==> config.mk <==
export PLATFORM = sky130hd
export DESIGN_NAME = pci_pin_change
export DESIGN_NICKNAME = d
export VERILOG_FILES = /design/src/rtl/pci_pin_change.v
export VERILOG_INCLUDE_DIRS = /design/src /design/src/rtl
export SDC_FILE = /design/constraint.sdc
export NUM_CORES = 1
export LEC_CHECK = 0
export BUFFER_PORTS_ARGS = -buffer_cell sky130_fd_sc_hd__buf_4
export CAP_MARGIN = 40
export CORE_ASPECT_RATIO = 1.4
export CORE_UTILIZATION = 56
export CTS_BUF_LIST = sky130_fd_sc_hd__clkbuf_4
export CTS_CLUSTER_SIZE = 40
export DETAILED_ROUTE_END_ITERATION = 12
export GPL_ROUTABILITY_DRIVEN = 0
export PLACE_DENSITY = 0.83
export SYNTH_ARGS = -nofsm -noshare
export SYNTH_HDL_FRONTEND = slang
export SYNTH_SLANG_ARGS = --single-unit
==> constraint.sdc <==
create_clock -name mclk_i -period 4.7 [get_ports mclk_i]
set_clock_uncertainty 0.15 [all_clocks]
set_input_delay 0.235 -clock mclk_i [delete_from_list [all_inputs] [get_ports mclk_i]]
set_output_delay 0.235 -clock mclk_i [all_outputs]
set_load 0.01 [all_outputs]
==> src/rtl/pci_consts.vh <==
// Register offsets, field layouts and reset values of the pin-change block
`ifndef PCI_CONSTS_VH
`define PCI_CONSTS_VH
`define PCI_ADDR_W 4
`define PCI_OFF_PA_RISE 4'h0
`define PCI_OFF_PA_FALL 4'h1
`define PCI_OFF_PA_FLAG 4'h2
`define PCI_OFF_PC_RISE 4'h3
`define PCI_OFF_PC_FALL 4'h4
`define PCI_OFF_PC_FLAG 4'h5
`define PCI_OFF_CTRL 4'h6
`define PCI_OFF_IRQ_STAT 4'h7
`define PCI_OFF_IRQ_MASK 4'h8
`define PCI_PINS 6
`define PCI_EN_RST 6'h00
`define PCI_FLAG_RST 6'h00
`define PCI_CTRL_MEN_BIT 0
`define PCI_CTRL_SUM_BIT 1
`define PCI_CTRL_SLEEP_BIT 2
`define PCI_IRQ_PA_BIT 0
`define PCI_IRQ_PC_BIT 1
`define PCI_IRQ_W 2
`define PCI_IRQ_RST 2'h0
`endif

==> src/rtl/pci_pin_change.v <==
// Pin-change interrupt block for two six-bit ports with Avalon-MM registers
//
// Behaviour
// - With master enable set, a flagged edge wakes the device from sleep.
// - Edges seen asleep are flagged before the core runs again.
// - Port A rising enable bits 5..0, one per pin.
// - Port A falling enable bits 5..0, one per pin.
// - Port A flag sets on an enabled rising or falling edge.
// - Port C rising enable bits 5..0, one per pin.
// - Port C falling enable bits 5..0, one per pin.
// - Port C flag sets on an enabled rising or falling edge.
// - A port A flag set also sets the summary flag.
// - A port C flag set also sets the summary flag.
// - Flags are sticky; software clears them by writing zero.
// - Bits 7 and 6 of every register read zero, ignore writes.
// - All enable and flag bits reset to zero.
// - Master enable clear: flags still set, pin_change_interrupt_o stays low; irq_o still follows irq_stat_q and irq_mask_q.
// - Both enables set detects edges of either polarity.
// - An edge during a flag write leaves that flag set.
// - Summary flag is the OR of all per-pin flags.
`timescale 1ns/10ps
`include "pci_consts.vh"
module pci_pin_change (
  input wire mclk_i,
  input wire reset_i,
  input wire [`PCI_ADDR_W-1:0] avs_address_i,
  input wire avs_read_i,
  input wire avs_write_i,
  input wire [31:0] avs_writedata_i,
  input wire [3:0] avs_byteenable_i,
  output reg [31:0] avs_readdata_o,
  output wire avs_waitrequest_o,
  input wire [`PCI_PINS-1:0] port_a_pin_i,
  input wire [`PCI_PINS-1:0] port_c_pin_i,
  input wire sleep_i,
  output wire pin_change_summary_flag_o,
  output wire pin_change_interrupt_o,
  output wire wake_o,
  output wire irq_o
);

  // Three-stage synchronisers; stages two and three must agree
  reg [`PCI_PINS-1:0] pa_s1_q;
  reg [`PCI_PINS-1:0] pa_s2_q;
  reg [`PCI_PINS-1:0] pa_s3_q;
  reg [`PCI_PINS-1:0] pa_lvl_q;
  reg [`PCI_PINS-1:0] pc_s1_q;
  reg [`PCI_PINS-1:0] pc_s2_q;
  reg [`PCI_PINS-1:0] pc_s3_q;
  reg [`PCI_PINS-1:0] pc_lvl_q;
  reg [`PCI_PINS-1:0] pa_rise_q;
  reg [`PCI_PINS-1:0] pa_fall_q;
  reg [`PCI_PINS-1:0] pa_flag_q;
  reg [`PCI_PINS-1:0] pc_rise_q;
  reg [`PCI_PINS-1:0] pc_fall_q;
  reg [`PCI_PINS-1:0] pc_flag_q;
  reg men_q;
  reg [`PCI_IRQ_W-1:0] irq_stat_q;
  reg [`PCI_IRQ_W-1:0] irq_mask_q;
  reg ack_q;
  reg [`PCI_PINS-1:0] pa_flag_d;
  reg [`PCI_PINS-1:0] pc_flag_d;
  reg [`PCI_IRQ_W-1:0] irq_stat_d;
  reg [31:0] rdata_d;
  wire [`PCI_PINS-1:0] pa_hit;
  wire [`PCI_PINS-1:0] pc_hit;
  wire req;
  wire wr_en;
  wire summary;

  function hit_fn;
    input old_lvl;
    input new_lvl;
    input agree;
    input rise_en;
    input fall_en;
    begin
      hit_fn = agree & (old_lvl != new_lvl) &
        ((new_lvl & rise_en) | (~new_lvl & fall_en));
    end
  endfunction

  function wr_sel;
    input [`PCI_ADDR_W-1:0] addr;
    input [`PCI_ADDR_W-1:0] off;
    input we;
    input be0;
    begin
      wr_sel = we & be0 & (addr == off);
    end
  endfunction

  always @(posedge mclk_i) begin
    if (reset_i) begin
      pa_s1_q <= 6'h00;
      pa_s2_q <= 6'h00;
      pa_s3_q <= 6'h00;
      pc_s1_q <= 6'h00;
      pc_s2_q <= 6'h00;
      pc_s3_q <= 6'h00;
    end else begin
      pa_s1_q <= port_a_pin_i;
      pa_s2_q <= pa_s1_q;
      pa_s3_q <= pa_s2_q;
      pc_s1_q <= port_c_pin_i;
      pc_s2_q <= pc_s1_q;
      pc_s3_q <= pc_s2_q;
    end
  end

  // Accepted level tracks pins once settled; first compare after reset is harmless
  always @(posedge mclk_i) begin
    if (reset_i) begin
      pa_lvl_q <= 6'h00;
      pc_lvl_q <= 6'h00;
    end else begin
      pa_lvl_q <= (pa_s2_q == pa_s3_q) ? pa_s3_q : pa_lvl_q;
      pc_lvl_q <= (pc_s2_q == pc_s3_q) ? pc_s3_q : pc_lvl_q;
    end
  end

  genvar gi;
  generate
    for (gi = 0; gi < `PCI_PINS; gi = gi + 1) begin : g_det
      assign pa_hit[gi] = hit_fn(pa_lvl_q[gi], pa_s3_q[gi], pa_s2_q[gi] == pa_s3_q[gi],
        pa_rise_q[gi], pa_fall_q[gi]);
      assign pc_hit[gi] = hit_fn(pc_lvl_q[gi], pc_s3_q[gi], pc_s2_q[gi] == pc_s3_q[gi],
        pc_rise_q[gi], pc_fall_q[gi]);
    end
  endgenerate

  // One-cycle answer: waitrequest low on the second cycle of a request
  assign req = (avs_read_i | avs_write_i) & ~ack_q;
  assign avs_waitrequest_o = req;
  assign wr_en = avs_write_i & ack_q;

  always @* begin
    pa_flag_d = pa_flag_q;
    pc_flag_d = pc_flag_q;
    if (wr_sel(avs_address_i, `PCI_OFF_PA_FLAG, wr_en, avs_byteenable_i[0])) begin
      pa_flag_d = avs_writedata_i[`PCI_PINS-1:0];
    end
    if (wr_sel(avs_address_i, `PCI_OFF_PC_FLAG, wr_en, avs_byteenable_i[0])) begin
      pc_flag_d = avs_writedata_i[`PCI_PINS-1:0];
    end
    pa_flag_d = pa_flag_d | pa_hit;
    pc_flag_d = pc_flag_d | pc_hit;
  end

  always @* begin
    irq_stat_d = irq_stat_q;
    if (wr_sel(avs_address_i, `PCI_OFF_IRQ_STAT, wr_en, avs_byteenable_i[0])) begin
      irq_stat_d = irq_stat_q & ~avs_writedata_i[`PCI_IRQ_W-1:0];
    end
    irq_stat_d[`PCI_IRQ_PA_BIT] = irq_stat_d[`PCI_IRQ_PA_BIT] | (|pa_hit);
    irq_stat_d[`PCI_IRQ_PC_BIT] = irq_stat_d[`PCI_IRQ_PC_BIT] | (|pc_hit);
  end

  always @(posedge mclk_i) begin
    if (reset_i) begin
      pa_rise_q <= `PCI_EN_RST;
      pa_fall_q <= `PCI_EN_RST;
      pc_rise_q <= `PCI_EN_RST;
      pc_fall_q <= `PCI_EN_RST;
      pa_flag_q <= `PCI_FLAG_RST;
      pc_flag_q <= `PCI_FLAG_RST;
      men_q <= 1'b0;
      irq_stat_q <= `PCI_IRQ_RST;
      irq_mask_q <= `PCI_IRQ_RST;
      ack_q <= 1'b0;
    end else begin
      ack_q <= req;
      pa_flag_q <= pa_flag_d;
      pc_flag_q <= pc_flag_d;
      irq_stat_q <= irq_stat_d;
      if (wr_sel(avs_address_i, `PCI_OFF_PA_RISE, wr_en, avs_byteenable_i[0])) begin
        pa_rise_q <= avs_writedata_i[`PCI_PINS-1:0];
      end
      if (wr_sel(avs_address_i, `PCI_OFF_PA_FALL, wr_en, avs_byteenable_i[0])) begin
        pa_fall_q <= avs_writedata_i[`PCI_PINS-1:0];
      end
      if (wr_sel(avs_address_i, `PCI_OFF_PC_RISE, wr_en, avs_byteenable_i[0])) begin
        pc_rise_q <= avs_writedata_i[`PCI_PINS-1:0];
      end
      if (wr_sel(avs_address_i, `PCI_OFF_PC_FALL, wr_en, avs_byteenable_i[0])) begin
        pc_fall_q <= avs_writedata_i[`PCI_PINS-1:0];
      end
      if (wr_sel(avs_address_i, `PCI_OFF_CTRL, wr_en, avs_byteenable_i[0])) begin
        men_q <= avs_writedata_i[`PCI_CTRL_MEN_BIT];
      end
      if (wr_sel(avs_address_i, `PCI_OFF_IRQ_MASK, wr_en, avs_byteenable_i[0])) begin
        irq_mask_q <= avs_writedata_i[`PCI_IRQ_W-1:0];
      end
    end
  end

  assign summary = (|pa_flag_q) | (|pc_flag_q);
  assign pin_change_summary_flag_o = summary;
  assign pin_change_interrupt_o = summary & men_q;
  // Flags update in the edge cycle, before the core can resume
  assign wake_o = sleep_i & summary & men_q;
  assign irq_o = |(irq_stat_q & irq_mask_q);

  always @* begin
    rdata_d = 32'h00000000;
    case (avs_address_i)
      `PCI_OFF_PA_RISE: rdata_d[`PCI_PINS-1:0] = pa_rise_q;
      `PCI_OFF_PA_FALL: rdata_d[`PCI_PINS-1:0] = pa_fall_q;
      `PCI_OFF_PA_FLAG: rdata_d[`PCI_PINS-1:0] = pa_flag_q;
      `PCI_OFF_PC_RISE: rdata_d[`PCI_PINS-1:0] = pc_rise_q;
      `PCI_OFF_PC_FALL: rdata_d[`PCI_PINS-1:0] = pc_fall_q;
      `PCI_OFF_PC_FLAG: rdata_d[`PCI_PINS-1:0] = pc_flag_q;
      `PCI_OFF_CTRL: begin
        rdata_d[`PCI_CTRL_MEN_BIT] = men_q;
        rdata_d[`PCI_CTRL_SUM_BIT] = summary;
        rdata_d[`PCI_CTRL_SLEEP_BIT] = sleep_i;
      end
      `PCI_OFF_IRQ_STAT: rdata_d[`PCI_IRQ_W-1:0] = irq_stat_q;
      `PCI_OFF_IRQ_MASK: rdata_d[`PCI_IRQ_W-1:0] = irq_mask_q;
      default: rdata_d = 32'h00000000;
    endcase
  end

  always @(posedge mclk_i) begin
    if (reset_i) begin
      avs_readdata_o <= 32'h00000000;
    end else if (avs_read_i & req) begin
      avs_readdata_o <= rdata_d;
    end
  end

endmodule

==> results.toml <==
[setup_path]
crit_fanout = 4
cp-start-kind = "flop"
crit_type = "flop to output port"
crit_path_end_kind = "output port"
cp_data_required_time_ps = 4320
cp.depth = 4
crit_family = "simple AND/OR/NAND/NOR gates"
cp_slowest_stage_delay_ps = 360
rr_worst_depth = 4
arrival_ps = 1750
crit_path_cell_trace = "nor4_1, nand3_1, and3_1, buf_4"
path_buf_inv = 1
crit_slowest_cell = "dfxtp_1"

[status]
outcome = "finished clean"

[yosys]
synth.ff_latch_count = 96
yosys_warnings = 0
netlist_instances = 453
synthMostInstantiatedCell = "dfxtp_1"
syn_area_mm2 = 0.00433
synthArstFlopShare = 0
synthTopCellsByCount = "96 x dfxtp_1, 43 x mux2i_1, 37 x nor2b_1"
yosys.area.top_type = "dfxtp_1"
synth_edf_count = 0
synthTopCellsByArea = "dfxtp_1 44%, mux2i_1 9.9%, nor2b_1 5.3%"
yosysUniqueCellTypes = 45
synth_seq_area_share = 0.444
syn_avg_cell_area_um2 = 9.56
synth_top_area_frac = 0.444
synth_ff_type = "dfxtp_1"

[clocking]
clock-sinks = 96
cts_tree = "done"
cts-root-buf = "clkbuf_4"
cts_buffer_depth = 2
cts_setup_buffers = 0
clk-insertion-delay-late_ps = 440
cts.htree.levels = 3
clk_pin_slew_ps = 150
post_cts_resized = 0
numCtsBuffers = 9

[final_layout]
seqCellArea_mm2 = 0.00192
fillerInstances = 607
area_growth_pct = 12.8
multi_input_area_mm2 = 0.00214
drive_above_1_share = 0.130
fin_nets = 552

[sta]
setup_violations = 0
worst_slack_ps = 2560
fin_crit_sh = 0.455
drv_slew = 0
max_freq_ghz = 0.468
relSlewSlack = 0.569
rsz0062_at_grt = "false"
finalSetupTns_ps = 0
hold_viol_final = 0
worst_hold_slack_ps = 65.5
period_minus_slack_ps = 2140
worst_slew_pin_slew_ps = 643

[global_routing]
grtUsageTotal = 0.241
grt_overflow = 0
antenna_found_initial = 1
grt_max_degree = 53
first_global_vias = 3150
grt_pass1_wl_mm = 15.0

[routing]
ant_nets = 0
drt_iter0_drc = 215
drtPass1Iterations = 5
wl_per_cell_um = 15.4
routed_via_density = 5.66
vias = 3385
drt_wl_total_mm = 9.19
drc = 0

[placed_design]
io_buffers = 38
place_hpwl_mm = 6.54
post-place-ws_ps = 2770

[power]
switchingPower_uw = 354
finalPower_uw = 1400
peakVddDrop_mv = 0.201
leakagePower_uw = 0.00196
pwr-share-seq = 0.602
clkPwrFrac = 0.299
combPwrFrac = 0.099
p_int_uw = 1050
pwr_density_cell_mw_per_mm2 = 287
swShare = 0.253

[die]
ios = 94
floorplan.initialDensity = 0.584
die_w_um = 76.3
core_mm2 = 0.00741
dieHeight_um = 106
rows = 37
dieArea_mm2 = 0.00809

[job]
maxCapViolations = 0

[worst_hold_path]
hold_path_class = "input port to flop"
min_path_cells = 2
-- power by group through the flow --
stage	combinational [uW]	clock [uW]	sequential, uW
floorplan	102	0	859
global placement	118	0	861
detailed placement	123	0	862
CTS	137	430	844
global route	152	466	847
finish	139	419	844
-- per-layer routing --
metal | wire [um] | global-route usage | up-vias
li1 | - | - | 1642
met1 | 3650 | 0.254 | 1572
met2 | 4560 | 0.414 | 133
met3 | 492 | 0.0618 | 38
met4 | 487 | 0.172 | 0
met5 | 0 | 0 | -
-- logic make-up (layout without fill, tap and decap cells) --
group,after synthesis,in the layout,share of synthesized area
other,1,27,0.000866
flip-flops,96,96,0.444
AND/OR/NAND/NOR,156,156,0.214
XOR/XNOR,12,12,0.0243
multiplexers,52,52,0.131
buffers and inverters,65,87,0.0827
AO/OA/AOI/OAI,71,71,0.103
-- worst paths after layout --
path,to,slack (ps),from
hold reg to reg,pa_s2_q[0],300,pa_s1_q[0]
setup reg to reg,pc_rise_q[4],2710,ack_q
hold / removal,pc_rise_q[1],70,reset_i
setup / recovery,wake_o,2560,pa_flag_q[2]
-- layout by cell type, fill, tap and decap left out, drive strengths merged, types with 2 or more instances in the layout --
cell | Yosys | layout
dfxtp | 96 | 96
mux2i | 43 | 43
buf | 36 | 39
nor2b | 37 | 37
nor2 | 36 | 36
conb | 1 | 26
nand3 | 24 | 24
a21oi | 23 | 23
dlygate4sd3 | 0 | 22
o21ai | 18 | 18
xnor2 | 12 | 12
nand2 | 11 | 11
inv | 10 | 10
a41oi | 10 | 10
clkbuf | 19 | 9
a31oi | 7 | 7
mux2 | 6 | 6
nor4 | 5 | 5
nand4b | 5 | 5
nor4b | 5 | 5
and3 | 4 | 4
or4bb | 4 | 4
nor4bb | 4 | 4
a32oi | 4 | 4
nand3b | 4 | 4
clkinv | 0 | 4
and2 | 3 | 3
and4 | 3 | 3
nor3 | 3 | 3
mux4 | 3 | 3
a211oi | 3 | 3
and2b | 2 | 2
nor3b | 2 | 2
nand4 | 2 | 2
clkinvlp | 0 | 2
-- cell type report --
class | count | share of cell area
multi-input combinational | 317 | 0.439
sequential | 96 | 0.394
timing repair buffer | 61 | 0.108
tap | 97 | 0.0249
clock buffer | 9 | 0.0138
clock inverter | 7 | 0.0128
inverter | 10 | 0.00769
antenna | 1 | 0.000513
-- stage by stage --
| stage | std cells | util | area, um^2 |
|---|---|---|---|
| 2_1_floorplan | 478 | - | 4420 |
| 3_3_place_gp | 558 | 0.609 | 4510 |
| 3_5_place_dp | 559 | 0.611 | 4530 |
| 4_1_cts | 597 | 0.659 | 4880 |
| 5_1_grt | 598 | 0.659 | 4880 |
| 6_report | 598 | 0.659 | 4880 |
-- repair_timing --
item                       CTS  global route
setup endpoints to repair    0             0
hold buffers                22             0
hold endpoints to repair    48             0
Power figures use the tool's default switching activity.
